File: src/verilog/sfw_pkg.sv
/*
 Constants and carrier types for the software fault watchdog.
 Assumes a single 100 MHz clock domain.
*/
package sfw_pkg;
  localparam int unsigned CLK_MHZ       = 100;
  localparam int unsigned TICK_CYCLES   = 65536;
  localparam int unsigned TICK_W        = 16;
  localparam int unsigned WAKE_CYCLES   = 514;
  localparam int unsigned WAKE_W        = 10;
  localparam int unsigned PULSE_NS      = 500;
  localparam int unsigned PULSE_CYCLES  = (PULSE_NS * CLK_MHZ) / 1000;
  localparam int unsigned PULSE_W       = 8;
  localparam int unsigned ACT_BIT       = 7;
  localparam int unsigned TOP_BIT       = 6;
  localparam logic [7:0]  CTRL_RESET    = 8'h7f;
  localparam logic [6:0]  CNT_EXPIRE    = 7'h3f;

  typedef enum logic [1:0] {
    SFW_RUN   = 2'b00,
    SFW_HALT  = 2'b01,
    SFW_WAKE  = 2'b11
  } sfw_mode_t;

  typedef struct packed {
    logic       wr;
    logic [7:0] data;
  } sfw_write_t;
endpackage

File: src/verilog/sfw_divider.sv
/*
 Prescaler giving a one-cycle enable every TICK cycles while run is high.
 Assumes clear restarts the count on a counter reload.
*/
`timescale 1ns/1ns
module sfw_divider #(
  parameter int unsigned TICK = sfw_pkg::TICK_CYCLES,
  parameter int unsigned W    = sfw_pkg::TICK_W
) (
  input  wire logic clock,  // System clock
  input  wire logic rst,    // Async reset
  input  wire logic run,    // Count enable
  input  wire logic clear,  // Restart count
  output logic      tick    // One-cycle enable
);
  typedef struct packed {
    logic [W-1:0] cnt;
    logic         tick;
  } sfw_div_state_t;

  sfw_div_state_t s_q;
  sfw_div_state_t s_d;

  always_comb begin
    s_d = s_q;
    s_d.tick = 1'b0;
    if (clear) begin
      s_d.cnt = '0;
    end else if (run) begin
      if (s_q.cnt == W'(TICK - 1)) begin
        s_d.cnt = '0;
        s_d.tick = 1'b1;
      end else begin
        s_d.cnt = s_q.cnt + 1'b1;
      end
    end
  end

  always_ff @(posedge clock or posedge rst) begin
    if (rst) begin
      s_q <= '0;
    end else begin
      s_q <= s_d;
    end
  end

  assign tick = s_q.tick;
endmodule

File: src/verilog/sfw_watchdog.sv
/*
 Software fault watchdog: seven-bit downcounter, activation bit, reset
 pulse generation, option and low-power handling.
 Assumes the CPU write strobe, halt and wake inputs are synchronous.
*/
// Summary of operation
// - Count decrements once per 65,536 cycles; 64 timeout steps.
// - When active and count goes 40h to 3Fh, drive reset low.
// - Counting continues while inactive; only reset depends on activation.
// - At 8 MHz, FFh gives 524.288 ms and C0h gives 8.192 ms.
// - Software option: inactive after reset, writes cannot deactivate.
// - Write with activate set and top bit clear resets immediately.
// - Hardware option: always active; activation bit ignored.
// - Wait mode has no effect on counting or reset.
// - In halt, counting stops and no watchdog reset is made.
// - After wake by interrupt, counting resumes after 514 clocks.
// - Software option: leaving halt by reset makes watchdog inactive.
// - Activate at bit 7, count at bits 6..0; reset value 7Fh.
// - Activate bit set by software only, cleared only by reset.
`timescale 1ns/1ns
module sfw_watchdog #(
  parameter int unsigned TICK = sfw_pkg::TICK_CYCLES
) (
  input  wire logic         clock,        // 100 MHz clock
  input  wire logic         rst,          // Async reset, high
  input  wire logic         hw_option,    // Hardware watchdog option
  input  wire sfw_pkg::sfw_write_t ctrl_wr, // Control write
  input  wire logic         halt_enter,   // Halt instruction pulse
  input  wire logic         wake_irq,     // External interrupt wake pulse
  input  wire logic         wait_mode,    // Wait mode level, no effect
  output logic [7:0]        watchdog_control, // Control read value
  output logic              reset_n_out,  // Reset pin, low active
  output logic              halted        // Counter held by halt
);
  typedef struct packed {
    logic                      act;
    logic [6:0]                cnt;
    sfw_pkg::sfw_mode_t        mode;
    logic [sfw_pkg::WAKE_W-1:0]  wake_cnt;
    logic [sfw_pkg::PULSE_W-1:0] pulse_cnt;
    logic                      rst_n;
  } sfw_state_t;

  sfw_state_t s_q;
  sfw_state_t s_d;
  logic       tick;
  logic       run;
  logic       reload;
  logic       active;
  logic       fire;

  localparam logic [sfw_pkg::WAKE_W-1:0] WAKE_LAST =
    sfw_pkg::WAKE_W'(sfw_pkg::WAKE_CYCLES - 1);
  localparam logic [sfw_pkg::PULSE_W-1:0] PULSE_LEN =
    sfw_pkg::PULSE_W'(sfw_pkg::PULSE_CYCLES);

  // A write with top bit clear fires at once when hw_option or the written activate bit is set
  function automatic logic write_fires(
    input logic       hw,
    input logic [7:0] data
  );
    return (hw | data[sfw_pkg::ACT_BIT]) && !data[sfw_pkg::TOP_BIT];
  endfunction

  // True when the next decrement clears the top count bit
  function automatic logic rolls_over(
    input logic [6:0] cur
  );
    return cur[sfw_pkg::TOP_BIT] &&
           (7'(cur - 7'h01) == sfw_pkg::CNT_EXPIRE);
  endfunction

  // Wait mode is deliberately unused here
  assign run    = (s_q.mode == sfw_pkg::SFW_RUN);
  assign reload = ctrl_wr.wr;
  assign active = hw_option | s_q.act;

  sfw_divider #(
    .TICK (TICK),
    .W    (sfw_pkg::TICK_W)
  ) u_div (
    .clock (clock),
    .rst   (rst),
    .run   (run),
    .clear (reload),
    .tick  (tick)
  );

  always_comb begin
    s_d = s_q;
    fire = 1'b0;
    if (ctrl_wr.wr) begin
      // Activation only sets; clearing needs a reset
      s_d.act = s_q.act | ctrl_wr.data[sfw_pkg::ACT_BIT];
      s_d.cnt = ctrl_wr.data[6:0];
      if (write_fires(hw_option, ctrl_wr.data)) begin
        fire = 1'b1;
      end
    end else if (run && tick) begin
      s_d.cnt = s_q.cnt - 7'h01;
      if (rolls_over(s_q.cnt) && active) begin
        fire = 1'b1;
      end
    end
    case (s_q.mode)
      sfw_pkg::SFW_RUN: begin
        if (halt_enter) begin
          s_d.mode = sfw_pkg::SFW_HALT;
        end
      end
      sfw_pkg::SFW_HALT: begin
        if (wake_irq) begin
          s_d.mode = sfw_pkg::SFW_WAKE;
          s_d.wake_cnt = '0;
        end
      end
      sfw_pkg::SFW_WAKE: begin
        if (s_q.wake_cnt == WAKE_LAST) begin
          s_d.mode = sfw_pkg::SFW_RUN;
        end else begin
          s_d.wake_cnt = s_q.wake_cnt + 1'b1;
        end
      end
      default: begin
        s_d.mode = sfw_pkg::SFW_RUN;
      end
    endcase
    if (fire) begin
      s_d.pulse_cnt = PULSE_LEN;
      s_d.rst_n = 1'b0;
    end else if (s_q.pulse_cnt > 1) begin
      s_d.pulse_cnt = s_q.pulse_cnt - 1'b1;
    end else begin
      s_d.pulse_cnt = '0;
      s_d.rst_n = 1'b1;
    end
  end

  // Reset clears activation and halt state as well
  always_ff @(posedge clock or posedge rst) begin
    if (rst) begin
      s_q.act       <= sfw_pkg::CTRL_RESET[7];
      s_q.cnt       <= sfw_pkg::CTRL_RESET[6:0];
      s_q.mode      <= sfw_pkg::SFW_RUN;
      s_q.wake_cnt  <= '0;
      s_q.pulse_cnt <= '0;
      s_q.rst_n     <= 1'b1;
    end else begin
      s_q <= s_d;
    end
  end

  always_ff @(posedge clock or posedge rst) begin
    if (rst) begin
      watchdog_control <= sfw_pkg::CTRL_RESET;
      halted           <= 1'b0;
    end else begin
      watchdog_control <= {s_d.act, s_d.cnt};
      halted           <= (s_d.mode != sfw_pkg::SFW_RUN);
    end
  end
  assign reset_n_out = s_q.rst_n;

  expire_fire_a: assert property (@(posedge clock) disable iff (rst)
    (run && tick && !ctrl_wr.wr && active && s_q.cnt == 7'h40)
      |=> !reset_n_out)
    else $error("Expiry did not pull reset low");

  inactive_quiet_a: assert property (@(posedge clock) disable iff (rst)
    (!ctrl_wr.wr && !hw_option && !s_q.act && reset_n_out)
      |=> reset_n_out)
    else $error("Inactive watchdog pulled reset");

  pulse_width_a: assert property (@(posedge clock) disable iff (rst)
    $fell(reset_n_out)
      |-> ##49 (!reset_n_out && s_q.pulse_cnt == 8'h01)
      ##1 reset_n_out)
    else $error("Reset pulse shape wrong");

  act_sticky_a: assert property (@(posedge clock) disable iff (rst)
    s_q.act |=> s_q.act)
    else $error("Activation bit was cleared");

  soft_reset_a: assert property (@(posedge clock) disable iff (rst)
    (ctrl_wr.wr && ctrl_wr.data[7] && !ctrl_wr.data[6])
      |=> !reset_n_out)
    else $error("Software reset not issued");

  halt_hold_a: assert property (@(posedge clock) disable iff (rst)
    (s_q.mode == sfw_pkg::SFW_HALT && !ctrl_wr.wr)
      |=> $stable(s_q.cnt))
    else $error("Count moved during halt");

  wake_delay_a: assert property (@(posedge clock) disable iff (rst)
    (s_q.mode == sfw_pkg::SFW_HALT && wake_irq)
      |=> (s_q.mode == sfw_pkg::SFW_WAKE) [*8])
    else $error("Wake delay too short");

  write_load_a: assert property (@(posedge clock) disable iff (rst)
    ctrl_wr.wr |=> s_q.cnt == $past(ctrl_wr.data[6:0]))
    else $error("Write did not load count");

  hw_active_a: assert property (@(posedge clock) disable iff (rst)
    (hw_option && run && tick && !ctrl_wr.wr && s_q.cnt == 7'h40)
      |=> !reset_n_out)
    else $error("Hardware option did not fire");

  wake_count_a: assert property (@(posedge clock) disable iff (rst)
    (s_q.mode == sfw_pkg::SFW_WAKE && s_q.wake_cnt != WAKE_LAST)
      |=> (s_q.mode == sfw_pkg::SFW_WAKE &&
           s_q.wake_cnt == $past(s_q.wake_cnt) + 1'b1))
    else $error("Wake counter did not advance");

  wake_end_a: assert property (@(posedge clock) disable iff (rst)
    (s_q.mode == sfw_pkg::SFW_WAKE && s_q.wake_cnt == WAKE_LAST)
      |=> s_q.mode == sfw_pkg::SFW_RUN)
    else $error("Wake delay did not end");

  wake_start_a: assert property (@(posedge clock) disable iff (rst)
    (s_q.mode == sfw_pkg::SFW_HALT && wake_irq)
      |=> s_q.wake_cnt == '0)
    else $error("Wake counter not cleared");

  wake_frozen_a: assert property (@(posedge clock) disable iff (rst)
    (s_q.mode == sfw_pkg::SFW_WAKE && !ctrl_wr.wr)
      |=> $stable(s_q.cnt))
    else $error("Count moved during wake delay");

  halt_entry_a: assert property (@(posedge clock) disable iff (rst)
    (s_q.mode == sfw_pkg::SFW_RUN && halt_enter)
      |=> s_q.mode == sfw_pkg::SFW_HALT)
    else $error("Halt not entered");

  halt_stay_a: assert property (@(posedge clock) disable iff (rst)
    (s_q.mode == sfw_pkg::SFW_HALT && !wake_irq)
      |=> s_q.mode == sfw_pkg::SFW_HALT)
    else $error("Halt left without wake");

  halt_quiet_a: assert property (@(posedge clock) disable iff (rst)
    (s_q.mode == sfw_pkg::SFW_HALT && !ctrl_wr.wr && reset_n_out)
      |=> reset_n_out)
    else $error("Reset pulled during halt");

  halted_flag_a: assert property (@(posedge clock) disable iff (rst)
    halted == (s_q.mode != sfw_pkg::SFW_RUN))
    else $error("Halted flag out of step");

  tick_step_a: assert property (@(posedge clock) disable iff (rst)
    (run && tick && !ctrl_wr.wr)
      |=> s_q.cnt == $past(s_q.cnt) - 7'h01)
    else $error("Tick did not decrement");

  no_tick_a: assert property (@(posedge clock) disable iff (rst)
    (!ctrl_wr.wr && !(run && tick))
      |=> $stable(s_q.cnt))
    else $error("Count moved without tick");

  tick_single_a: assert property (@(posedge clock) disable iff (rst)
    tick
      |=> !tick)
    else $error("Tick longer than one cycle");

  free_run_a: assert property (@(posedge clock) disable iff (rst)
    (!active && run && tick && !ctrl_wr.wr && rolls_over(s_q.cnt) &&
     reset_n_out)
      |=> (reset_n_out && s_q.cnt == sfw_pkg::CNT_EXPIRE))
    else $error("Inactive rollover misbehaved");

  pulse_level_a: assert property (@(posedge clock) disable iff (rst)
    reset_n_out == (s_q.pulse_cnt == '0))
    else $error("Pulse counter and pin disagree");

  pulse_start_a: assert property (@(posedge clock) disable iff (rst)
    $fell(reset_n_out)
      |-> s_q.pulse_cnt == PULSE_LEN)
    else $error("Pulse started with wrong length");

  early_quiet_a: assert property (@(posedge clock) disable iff (rst)
    (run && tick && !ctrl_wr.wr && !rolls_over(s_q.cnt) && reset_n_out)
      |=> reset_n_out)
    else $error("Reset pulled before rollover");

  top_set_a: assert property (@(posedge clock) disable iff (rst)
    (ctrl_wr.wr && ctrl_wr.data[sfw_pkg::TOP_BIT] && reset_n_out)
      |=> reset_n_out)
    else $error("Refresh write pulled reset");

  hw_soft_a: assert property (@(posedge clock) disable iff (rst)
    (hw_option && ctrl_wr.wr && !ctrl_wr.data[sfw_pkg::TOP_BIT])
      |=> !reset_n_out)
    else $error("Hardware option write did not fire");

  act_set_a: assert property (@(posedge clock) disable iff (rst)
    (ctrl_wr.wr && ctrl_wr.data[sfw_pkg::ACT_BIT])
      |=> s_q.act)
    else $error("Activation write ignored");

  act_hold_a: assert property (@(posedge clock) disable iff (rst)
    (!s_q.act && !(ctrl_wr.wr && ctrl_wr.data[sfw_pkg::ACT_BIT]))
      |=> !s_q.act)
    else $error("Activation set without write");

  read_back_a: assert property (@(posedge clock) disable iff (rst)
    watchdog_control == {s_q.act, s_q.cnt})
    else $error("Read value out of step");
endmodule

File: config.mk
export PLATFORM = sky130hd
export DESIGN_NAME = sfw_watchdog
export DESIGN_NICKNAME = d
export VERILOG_FILES = /design/src/verilog/sfw_pkg.sv /design/src/verilog/sfw_divider.sv /design/src/verilog/sfw_watchdog.sv
export SDC_FILE = /design/constraint.sdc
export NUM_CORES = 1
export LEC_CHECK = 0
export BUFFER_PORTS_ARGS = -buffer_cell sky130_fd_sc_hd__buf_2
export CAP_MARGIN = 5
export CORE_ASPECT_RATIO = 0.6
export CORE_MARGIN = 2
export CORE_UTILIZATION = 63
export CTS_CLUSTER_SIZE = 25
export DETAILED_ROUTE_END_ITERATION = 8
export GPL_ROUTABILITY_DRIVEN = 0
export PLACE_DENSITY = 0.84
export RECOVER_POWER = 25
export SYNTH_ARGS = -nofsm -noshare
export SYNTH_HDL_FRONTEND = slang
export SYNTH_SLANG_ARGS = --single-unit
File: constraint.sdc
create_clock -name clock -period 5.4 [get_ports clock]
set_clock_uncertainty 0.2 [all_clocks]
set_input_delay 0.27 -clock clock [delete_from_list [all_inputs] [get_ports clock]]
set_output_delay 0.27 -clock clock [all_outputs]
set_load 0.1 [all_outputs]
Word level (Yosys, flattened, before mapping)
Cells that the tools add are included.
- bits in registers: 55
- output and inout bits: 10
- logic and storage cells: 57
- input port bits: 15
- muxes and demuxes: 21
- $add $sub $neg: 4
- magnitude comparators: 1
- bitwise operators: 3
- reductions and logical operators: 10
- eq/ne operators: 8
- operators by type and width (kind ; number):
    2-to-1 mux 16 bit ; 2
    case mux 10 bit (2 select lines) ; 1
    2-to-1 mux 17 bit ; 1
    adder 16 x 1 -> 16 bit (second input constant) ; 1
    equality test 16 bit (second input constant) ; 1
    2-to-1 mux 7 bit ; 2
    2-to-1 mux 12 bit ; 1
    adder 10 x 1 -> 10 bit (second input constant) ; 1
    equality test 10 bit (second input constant) ; 1
    2-to-1 mux 10 bit ; 1
    2-to-1 mux 9 bit ; 1
    > comparator 8 x 1 -> 1 bit (second input constant) ; 1
    2-to-1 mux 1 bit ; 8
    2-to-1 mux 8 bit ; 1
    subtractor 8 x 1 -> 8 bit (second input constant) ; 1
    equality test 7 x 6 -> 1 bit (second input constant) ; 1
    subtractor 7 x 1 -> 7 bit (second input constant) ; 1
    inequality test 2 bit (second input constant) ; 3
    case mux 2 bit (3 select lines) ; 1
    nonzero test 2 bit ; 3
    logical AND 1 bit ; 4
    2-to-1 mux 2 bit ; 2
    bitwise OR 1 bit ; 3
    AND reduction 3 bit ; 1
    other kinds (4) ; 4

Logic depth before layout (Yosys ltp)
Gate-level depths: netlist of run 1.
- depth after elaboration: 8
- depth in mapped cells: 7
- depth with buffers taken out: 7

Hierarchy
Synthesis of run 1 repeated with hierarchy kept, for this count alone.
- cell total of the unflattened synthesis: 270
- area total of the unflattened synthesis: 2660.1 um^2
- by module, submodules not included (module ; area an instance (um^2) ; seq. area each (um^2) ; cells each ; times used):
    sfw_watchdog ; 1681.6 ; 760.7 ; 173 ; 1
    sfw_divider ; 978.4 ; 425.4 ; 97 ; 1

Least setup slack after synthesis of run 1
OpenSTA, ideal clock, no wires.
- path type: register to register
- start: reg watchdog_control[0] (netlist name)
- end: reg s_q[2] in the netlist's numbering
- cell stages (with the launch flop): 8
- setup time: 0.078 ns
- required time: 5.122 ns
- setup slack: 3.386 ns
- data arrival time: 1.736 ns
- buffers on the path: 0
- clock period less this slack: 2.014 ns
- path through: dfstp_2 -> inv_1 -> ha_1 -> nor2b_1 -> xnor2_1 -> a31oi_1 -> o41ai_4 -> o21bai_1
- RTL lines (what ; RTL line ; text):
    end, declared ; sfw_watchdog.sv:44 ; sfw_state_t s_q;

==> qor.yml, run 1 <==
timing:
  layout_min_cycle_time_ns: 2.313
  setup_viol: 0
  finalHoldViolCount: 0
  rsz0062_at_grt: "false"
  whs_ns: 0.02014
  slew_headroom: -0.1476
  finalMaxSlewViolations: 48
  period_share: 0.4283
  tightest_slew_ns: 1.720
  setup_tns_ns: 0
  max_freq_mhz: 432.4
synthesis:
  synthSimpleGateAreaFrac: 0.2419
  async_flop_share: 1.000
  synth_edf_count: 0
  synth_nets: 304
  synthTopCellsByCount: "dfrtp_1, nor2_1, nand2_1, nor3_1, xnor2_1"
  synthMuxAreaShare: 0.007696
  yosys_most_used_dff: "dfrtp_1"
  syn_inst: 283
  synth_top_family_by_area: "simple AND/OR/NAND/NOR gates"
  syn_area_per_cell_um2: 9.192
  ys_warn_count: 0
  ys_seq_elements: 47
  yosysMostFrequentCell: "dfrtp_1"
  yosysSeqAreaShare: 0.4560
  synth-compound-area-share: 0.1352
  synth_xor_area_frac: 0.07071
  synth_top_cell_by_area: "dfrtp_1"
  synth_cell_types: 45
  synth_area_leaders: "dfrtp_1, dfstp_2, xnor2_1"
  netlist_area_um2: 2601
  synth_top_area_frac: 0.3752
  synthAdderAreaFrac: 0.02886
clock_tree:
  clk_pin_slew_ns: 0.09
  cts_made_buffers: 5
  cts_tree: "done"
  h-tree-depth: 2
  cts_buffer_depth: 2
  cts-root-buf: "clkbuf_8"
  clk_latency_ns: 0.31
  cts_setup_buffers: 0
  cts_sinks: 47
floorplanning:
  die_area_um2: 4676
  rows: 18
  core-area_um2: 4031
  ioPinCount: 25
  initial_core_util: 0.6453
  die_width_um: 86.96
  die_y_um: 53.78
drt:
  vias_per_cell: 5.892
  vias: 2080
  firstDrtPassIters: 5
  drt-initial-drc-count: 143
  ant_nets: 0
  drc_errors: 0
  routedWlPerCell_um: 14.63
  wirelength_um: 5164
critical_path:
  cp.arrival_ns: 2.35
  cp_max_fo: 9
  required_ns: 5.44
  reg2reg_slack_ns: 3.09
  endpoint_kind: "flip-flop"
  crit_path_start_kind: "flip-flop"
  worstSetupPathType: "flip-flop to flip-flop"
placed_design:
  portBuffers: 23
  dp_hpwl_um: 3504
min_path:
  min_path_type: "input port to flip-flop"
pwr:
  power_density_nw_per_um2: 340.7
  p_leak_uw: 0.001215
  ir_worst_vdd_mv: 0.2422
outcome:
  violations: "max-capacitance violations, max-slew violations"
  status: "complete, but fails checks"
cells_and_area:
  n_antenna_cell: 0
  ff_latch_area_um2: 1186
  drive_gt1_frac: 0.1650
  nFillCells: 294
  area_growth_pct: 9.428
  nNetsFinal: 323
  multi_input_area_um2: 1260
global_route:
  gr-usage-all-layers: 0.2235
  grt_pass1_wl_um: 7941
  grt_max_degree: 48
  grt_overflow: 0
  antenna_found_initial: 0
  grt_pass1_vias: 1711
job:
  drv_cap: 1
## per-layer routing
| layer | GRT usage | share of wire | vias to the layer above |
|---|---|---|---|
| li1 | - | - | 1024 |
| met1 | 0.3493 | 0.52 | 968 |
| met2 | 0.2990 | 0.41 | 80 |
| met3 | 0.04601 | 0.060 | 8 |
| met4 | 0.08594 | 0.013 | 0 |
| met5 | 0 | 0 | - |
## stage by stage
stage / total power (uW) / util / setup WS [ns] / instances / instance area (um^2)
global route: 1024 / 0.7061 / 3.001 / 353 / 2846
floorplan: 660.4 / - / 3.386 / 283 / 2601
detailed placement: 705.4 / 0.6611 / 3.161 / 338 / 2665
global placement: 692.2 / 0.6611 / 3.185 / 338 / 2665
finish: 969.8 / 0.7061 / 3.087 / 353 / 2846
CTS: 971.8 / 0.7064 / 3.107 / 353 / 2848
## worst max-delay path, cell delays in order, from the launching register on
cell and delay (ns):
dfstp_2 0.60, inv_1 0.06, ha_1 0.23, nor2b_1 0.17, xnor2_1 0.15, a31oi_1 0.15
o41ai_4 0.48, o21bai_1 0.19
## cell families after synthesis
group | count (synthesis)
multiplexers | 2
AND/OR/NAND/NOR | 124
XOR/XNOR | 21
flip-flops | 47
buffers and inverters | 29
AO/OA/AOI/OAI | 54
adder cells (fa/ha/maj) | 6
## registers in the layout, summed over array words and instances (netlist names)
register and cells:
u_div.s_q 16, halted 1, s_q 21, watchdog_control 7, reset_n_out 1, u_div.tick 1
## layout by cell type (no fill, tap or decap), drive strengths merged, types with 4 or more instances in the layout
master,instances
or3,5
dlygate4sd3,7
xnor2,16
clkbuf,6
xor2,5
a31oi,4
buf,22
nand3,10
ha,6
o21ai,15
nor2,33
nand4,5
nand2,30
inv,11
nor3,18
a21oi,15
or2,4
nor4,7
o211ai,4
dfrtp,39
dfstp,8
## repair_timing
item	4_1_cts	5_1_grt
hold buffers	7	0
resized for setup	0	0
endpoints found under the hold margin	7	0
## worst paths after layout
| check | depth (start not counted) | end | start |
|---|---|---|---|
| min in group asynchronous | 2 | u_div.s_q[5] | rst |
| worst max-delay path | 7 | s_q[2] | watchdog_control[0] |
| worst min register to register | 1 | s_q[28] | s_q[28] |
| worst max register to register | 7 | s_q[2] | watchdog_control[0] |
| max in group asynchronous | 2 | u_div.s_q[4] | rst |
| worst min-delay path | 3 | watchdog_control[6] | ctrl_wr[6] |
## layout make-up
cell class                      instances  share of cell area
Multi-Input combinational cell        207              0.4426
Tap cell                               50             0.02198
Sequential cell                        47              0.4167
Clock inverter                          3             0.01538
Clock buffer                            5             0.02418
Inverter                               11             0.01451
Timing Repair Buffer                   30             0.06462
## report_power, final
group / switching, uW / leakage (uW) / total (uW) / internal, uW
Sequential: 64.9 / 0.000586 / 471 / 406
Clock: 125 / 0.0000581 / 263 / 138
Combinational: 147 / 0.000571 / 236 / 88.3
Total: 337 / 0.00121 / 970 / 632
Note: power is estimated with default switching activity, not from simulation.
==> inputs of run 2 (changes only) <==
ABC_AREA = 1   (was unset)
CORE_UTILIZATION = 54   (was 63)
PLACE_DENSITY = 0.76   (was 0.84)
clock period = 2.1 ns   (was 5.4 ns; I/O delays follow)
==> run 2 against run 1 <==
Effect of this change:
- the run now ends clean
- sequential power rose to 2.5 times the previous value
- combinational power rose to 3.5 times the previous value
- cell count rose by 36%
- count of clock-buffer cells in the layout rose by 1
- non-clock buffer count rose by 16
- utilization fell by 6.4 points
- clock power rose by 110%
- power rose to 2.6 times the previous value
- critical path depth rose by 3
- sequential share of layout area fell by 4.8 points
- synthesized cell count rose by 31%
- worst hold slack improved by 0.059 ns
==> qor.yml, run 2 <==
drt:
  firstDrtPassIters: 4  # -1
  routedWlPerCell_um: 12.79  # -13%
  ant_nets: 0  # unchanged
  vias_per_cell: 5.117  # -13%
  drc_errors: 0  # unchanged
  drt-initial-drc-count: 155  # +8.4%
  vias: 2451  # +18%
  wirelength_um: 6125  # +19%
synthesis:
  yosysMostFrequentCell: "nand2_1"
  synth_top_cell_by_area: "dfrtp_1"
  syn_area_per_cell_um2: 7.484  # -19%
  async_flop_share: 1.000  # unchanged
  synth_area_leaders: "dfrtp_1, nand2_1, dfstp_2"
  yosys_most_used_dff: "dfrtp_1"
  yosysSeqAreaShare: 0.4272  # -0.02877
  syn_inst: 371  # +31%
  synth_cell_types: 28  # -38%
  synth_nets: 392  # +29%
  synth_top_area_frac: 0.3515  # -0.02367
  synthTopCellsByCount: "nand2_1, nor2_1, dfrtp_1, inv_1, nand3_1"
  synth_edf_count: 0  # unchanged
  ys_seq_elements: 47  # unchanged
  netlist_area_um2: 2776  # +6.7%
  ys_warn_count: 0  # unchanged
cells_and_area:
  top_register: "s_q"
  n_antenna_cell: 0  # unchanged
  drive_gt1_frac: 0.1477  # -0.01732
  final_cell_mix: "nand2_1, nor2_1, dfrtp_1, inv_1, nand3_1"
  instances_no_fill: 479  # +36%
  largestRegisters: "s_q: 21 flops, u_div.s_q: 16 flops, watchdog_control: 7 flops"
  area_growth_pct: 15.82
  largest_reg_flops: 21  # unchanged
  stdcell_area_um2: 3216  # +13%
  nNetsFinal: 433  # +34%
  mostFrequentLayoutCell: "nand2_1"
  nFillCells: 463  # +57%
clock_tree:
  cts-root-buf: "clkbuf_8"
  cts_buffer_depth: 2  # unchanged
  cts_made_buffers: 5  # unchanged
  clk_latency_ns: 0.31  # about the same
  h-tree-depth: 2  # unchanged
  cts_sinks: 47  # unchanged
  clk_pin_slew_ns: 0.09  # about the same
  cts_tree: "done"
critical_path:
  reg2reg_slack_ns: 0.12  # -2.96 ns
  required_ns: 2.10  # -3.34 ns
  worstSetupPathType: "flip-flop to flip-flop"
  crit_path_start_kind: "flip-flop"
  endpoint_kind: "flip-flop"
  cp.arrival_ns: 1.98  # -0.37 ns
  cp_max_fo: 7  # -2
floorplanning:
  die_y_um: 59.54  # +11%
  initial_core_util: 0.5548  # -0.09050
  rows: 20  # +2
  die_area_um2: 5750  # +23%
  ioPinCount: 25  # unchanged
  die_width_um: 96.57  # +11%
  core-area_um2: 5005  # +24%
outcome:
  status: "finished, final reports clean"
global_route:
  grt_pass1_vias: 2232  # +30%
  grt_pass1_wl_um: 10300  # +30%
  grt_max_degree: 25  # -48%
  grt_overflow: 0  # unchanged
  gr-usage-all-layers: 0.2368  # +0.01329
  antenna_found_initial: 0  # unchanged
placed_design:
  dp_hpwl_um: 4344  # +24%
  portBuffers: 23  # unchanged
  dpl_cell_area_um2: 2922  # +9.6%
  dpl.cell_count: 451  # +33%
pwr:
  ir_worst_vdd_mv: 0.4382  # +81%
  p_leak_uw: 0.001530  # +26%
  power_uw: 2562  # +160%
  power_density_nw_per_um2: 796.6  # +130%
timing:
  tightest_slew_ns: 0.9286  # -0.7909 ns
  rsz0062_at_grt: "false"
  setup_viol: 0  # unchanged
  finalHoldViolCount: 0  # unchanged
  slew_headroom: 0.3802  # +0.5279
  finalMaxSlewViolations: 0  # -100%
  max_freq_mhz: 505.7  # +17%
  layout_min_cycle_time_ns: 1.977  # -0.3352 ns
  whs_ns: 0.07868  # +0.05855 ns
  setup_tns_ns: 0  # unchanged
  period_share: 0.9416  # +0.5134
job:
  drv_cap: 0  # -1
min_path:
  min_path_type: "input port to flip-flop"
run 2: cell count changes after synthesis, moves of 6 or more:
cell / delta
nand2_1: +87
inv_1: +27
nand3_1: +19
a21oi_1: -14
xnor2_1: -12
nand4_1: +10
nor2_1: +9
nor3_1: -9
nor4_1: -6
xor2_1: +6
run 2: final cells by class:
cell class / instances / area [um^2] / area share
tap: 66 / 82.58 / 0.02568
clock buffer: 6 / 72.57 / 0.02257
timing repair buffer: 46 / 350.3 / 0.1089
sequential: 47 / 1186 / 0.3689
multi-input combinational: 274 / 1368 / 0.4253
inverter: 38 / 142.6 / 0.04436
clock inverter: 2 / 13.76 / 0.004280
run 2: report_power, final:
part / total (uW) / switching (uW) / internal, uW
Sequential: 1180 / 135 / 1050
Combinational: 824 / 554 / 270
Clock: 557 / 321 / 236
Total: 2560 / 1010 / 1550
run 2: stage by stage:
| step | util | setup WS [ns] |
|---|---|---|
| floorplan | - | 0.3074 |
| detailed placement | 0.5838 | 0.05064 |
| finish | 0.6425 | 0.1226 |
| global placement | 0.5838 | 0.09520 |
| global route | 0.6425 | 0.001451 |
| CTS | 0.6410 | 0.03461 |
run 2: worst max-delay path, cell delays in order, from the launching register on:
cell	delay, ns
dfstp_2	0.53
inv_1	0.08
ha_2	0.24
nand2_1	0.08
nand2_1	0.05
nor2_1	0.12
nand2_1	0.07
nor2_1	0.08
nand3_1	0.16
nand2_2	0.20
nor2_1	0.06
run 2: worst paths after layout:
kind,start,to,depth (start not counted)
worst max-delay path,watchdog_control[0],s_q[7],10
worst min-delay path,hw_option,s_q[2],5
worst max register to register,watchdog_control[0],s_q[7],10
worst min register to register,u_div.s_q[2],u_div.s_q[2],2
max in group asynchronous,rst,s_q[10],4
min in group asynchronous,rst,s_q[14],3
run 2: per-layer routing:
layer,share of wire,wire length (um),GRT usage,vias up
met5,0,0,0,-
met4,0.011,65,0.07243,0
met3,0.054,330,0.05852,7
met2,0.42,2587,0.3472,62
met1,0.51,3140,0.3468,1122
li1,-,-,-,1260
run 2: what timing repair did:
item	CTS	global route
resized for setup	0	3
endpoints found under the hold margin	37	0
endpoints found under the setup margin	0	19
hold buffers	20	0
setup buffers	0	0
run 2: cells by family after synthesis:
logic type      after synthesis  share of synthesized area
simple gates                225                     0.3538
buf+inv                      50                    0.08292
flops                        47                     0.4272
compound gates               28                    0.06175
xor+xnor                     15                    0.04732
fa+ha+maj                     6                    0.02704
==> inputs of run 3 (changes only) <==
--- a/config.mk
+++ b/config.mk
@@ -10,9 +10,7 @@
 export CAP_MARGIN = 5
 export CORE_ASPECT_RATIO = 0.6
-export CORE_MARGIN = 2
 export CORE_UTILIZATION = 54
 export CTS_CLUSTER_SIZE = 25
 export DETAILED_ROUTE_END_ITERATION = 8
-export GPL_ROUTABILITY_DRIVEN = 0
 export PLACE_DENSITY = 0.76
 export RECOVER_POWER = 25
==> constraint.sdc (replaced) <==
create_clock -name clock -period 2.1 [get_ports clock]
set_clock_uncertainty 0.2 [all_clocks]
set_input_delay 0.525 -clock clock [delete_from_list [all_inputs] [get_ports clock]]
set_output_delay 0.525 -clock clock [all_outputs]
set_load 0.1 [all_outputs]
==> run 3 against run 2 <==
Effect of this change:
- clock power is essentially flat
- via count fell by 1.9%
- worst hold slack better by 0.17 ns
- critical path type is now flip-flop to primary output
- largest power group unchanged
==> qor.yml, run 3 (same netlist as run 2, synthesis figures left out) <==
clock_tree:
  cts_buffer_depth: 2  # unchanged
  cts_made_buffers: 5  # unchanged
  cts_setup_buffers: 0  # unchanged
  cts-root-buf: "clkbuf_8"
  cts_tree: "done"
  h-tree-depth: 2  # unchanged
  clk_latency_ns: 0.30  # about the same
  clk_pin_slew_ns: 0.08  # about the same
  cts_sinks: 47  # unchanged
cells_and_area:
  mostFrequentLayoutCell: "nand2_1"
  final_core_util: 0.6437  # +0.001184
  nFillCells: 422  # -8.9%
  drive_gt1_frac: 0.1608  # +0.01310
  instances_no_fill: 461  # -3.8%
  top_register: "s_q"
  area_growth_pct: 10.23
  n_antenna_cell: 0  # unchanged
  stdcell_area_um2: 3060  # -4.8%
  final_cell_mix: "nand2_1, nor2_1, dfrtp_1, inv_1, nand3_1"
  largestRegisters: "s_q: 21 flops, u_div.s_q: 16 flops, watchdog_control: 7 flops"
  largest_reg_flops: 21  # unchanged
  nNetsFinal: 418  # -3.5%
drt:
  vias: 2404  # -1.9%
  vias_per_cell: 5.215  # +1.9%
  firstDrtPassIters: 5  # +1
  drc_errors: 0  # unchanged
  ant_nets: 0  # unchanged
  routedWlPerCell_um: 12.58  # -1.6%
  drt-initial-drc-count: 193  # +25%
  wirelength_um: 5801  # -5.3%
critical_path:
  cp_max_fo: 5  # -2
  critPathSlowestCell: "dfstp_2"
  cp_slowest_stage_delay_ns: 0.58  # +0.05 ns
  endpoint_kind: "primary output"
  critPathTopFamily: "flip-flops"
  crit_path_start_kind: "flip-flop"
  cp.arrival_ns: 1.32  # -0.66 ns
  reg2reg_slack_ns: 0.16  # +0.04 ns
  cp_cell_sequence: "buf_2"
  critical_path_buf_inv_count: 1  # unchanged
  worstSetupPathType: "flip-flop to primary output"
  required_ns: 1.37  # -0.73 ns
timing:
  finalHoldViolCount: 0  # unchanged
  period_share: 0.9728  # +0.03122
  tightest_slew_ns: 0.5742  # -0.3544 ns
  slew_headroom: 0.6168  # +0.2365
  setup_viol: 0  # unchanged
  finalMaxSlewViolations: 0  # unchanged
  max_freq_mhz: 489.5  # -3.2%
  setup_tns_ns: 0  # unchanged
  fin_ws_ns: 0.05707  # -0.06556 ns
  rsz0062_at_grt: "false"
  layout_min_cycle_time_ns: 2.043  # +0.06556 ns
floorplanning:
  die_area_um2: 5442  # -5.4%
  die_width_um: 94.57  # -2.1%
  die_y_um: 57.54  # -3.4%
  core-area_um2: 4755  # -5.0%
  rows: 19  # -5.0%
  ioPinCount: 25  # unchanged
  initial_core_util: 0.5839  # +0.02920
global_route:
  gr-usage-all-layers: 0.2418  # +0.004969
  antenna_found_initial: 0  # unchanged
  grt_pass1_vias: 2140  # -4.1%
  grt_overflow: 0  # unchanged
  grt_pass1_wl_um: 9963  # -3.3%
  grt_max_degree: 25  # unchanged
placed_design:
  dp_hpwl_um: 4466  # +2.8%
  portBuffers: 23  # unchanged
  gp_congestion: 0.8766
  place_ws_ns: -0.007899  # -0.05854 ns
  dpl_cell_area_um2: 2948  # +0.90%
  dpl.cell_count: 452  # +0.22%
pwr:
  p_leak_uw: 0.001483  # -3.1%
  ir_worst_vdd_mv: 0.4974  # +14%
  power_density_nw_per_um2: 821.3  # +3.1%
job:
  drv_cap: 0  # unchanged
min_path:
  min_path_type: "input port to flip-flop"
outcome:
  status: "finished, final reports clean"
==> run 3: changes by cell type in the layout (fill, tap and decap cells not counted) <==
cell	before	now
dlygate4sd3_1	20	1
buf_4	2	5
clkbuf_1	1	2
clkbuf_8	5	6
clkinv_4	1	0
nand2_2	5	4
nand2_4	0	1
nand3_1	29	28
nand3_2	0	1
nor2_1	39	40
nor2_2	6	5
==> run 3: worst paths after layout <==
path	start	to	cells past startpoint
max	watchdog_control[2]	watchdog_control[2]	1
min in group asynchronous	rst	s_q[3]	3
max reg2reg	watchdog_control[0]	s_q[4]	10
max in group asynchronous	rst	watchdog_control[4]	4
min	ctrl_wr[7]	s_q[28]	2
min reg2reg	s_q[28]	s_q[28]	1
==> run 3: power breakdown <==
part / leakage, uW / internal (uW) / switching (uW) / total [uW]
sequential: 0.000583 / 1050 / 142 / 1190
clock: 0.0000482 / 266 / 293 / 559
combinational: 0.000852 / 248 / 519 / 768
total: 0.00148 / 1560 / 954 / 2510
==> run 3: final cells by class <==
type | count | area [um^2] | share of cell area
Sequential cell | 47 | 1186 | 0.3876
Clock inverter | 1 | 5.005 | 0.001635
Timing Repair Buffer | 31 | 186.4 | 0.06092
Multi-Input combinational cell | 274 | 1375 | 0.4493
Clock buffer | 7 | 86.33 | 0.02821
Tap cell | 63 | 78.83 | 0.02576
Inverter | 38 | 142.6 | 0.04661
==> run 3: per-layer routing <==
metal	global-route usage	routed length (um)	up-vias
li1	-	-	1236
met1	0.3733	3039	1078
met2	0.3354	2262	83
met3	0.05200	436	7
met4	0.07576	62	0
met5	0	0	-
==> run 3: per-stage QoR <==
step	hold WS, ns	power, uW
after floorplan	0.2509	1800
after detailed placement	0.2692	1962
final	0.2478	2514
after CTS	0.2409	2534
after global routing	0.2484	2707
after global placement	0.2622	1944
==> run 3: repair_timing <==
action                                  4_1_cts  5_1_grt
endpoints found under the hold margin        11        0
hold buffers                                  1        0
gates resized for setup                       1        3
endpoints found under the setup margin       10        6
pin swaps                                     0        1
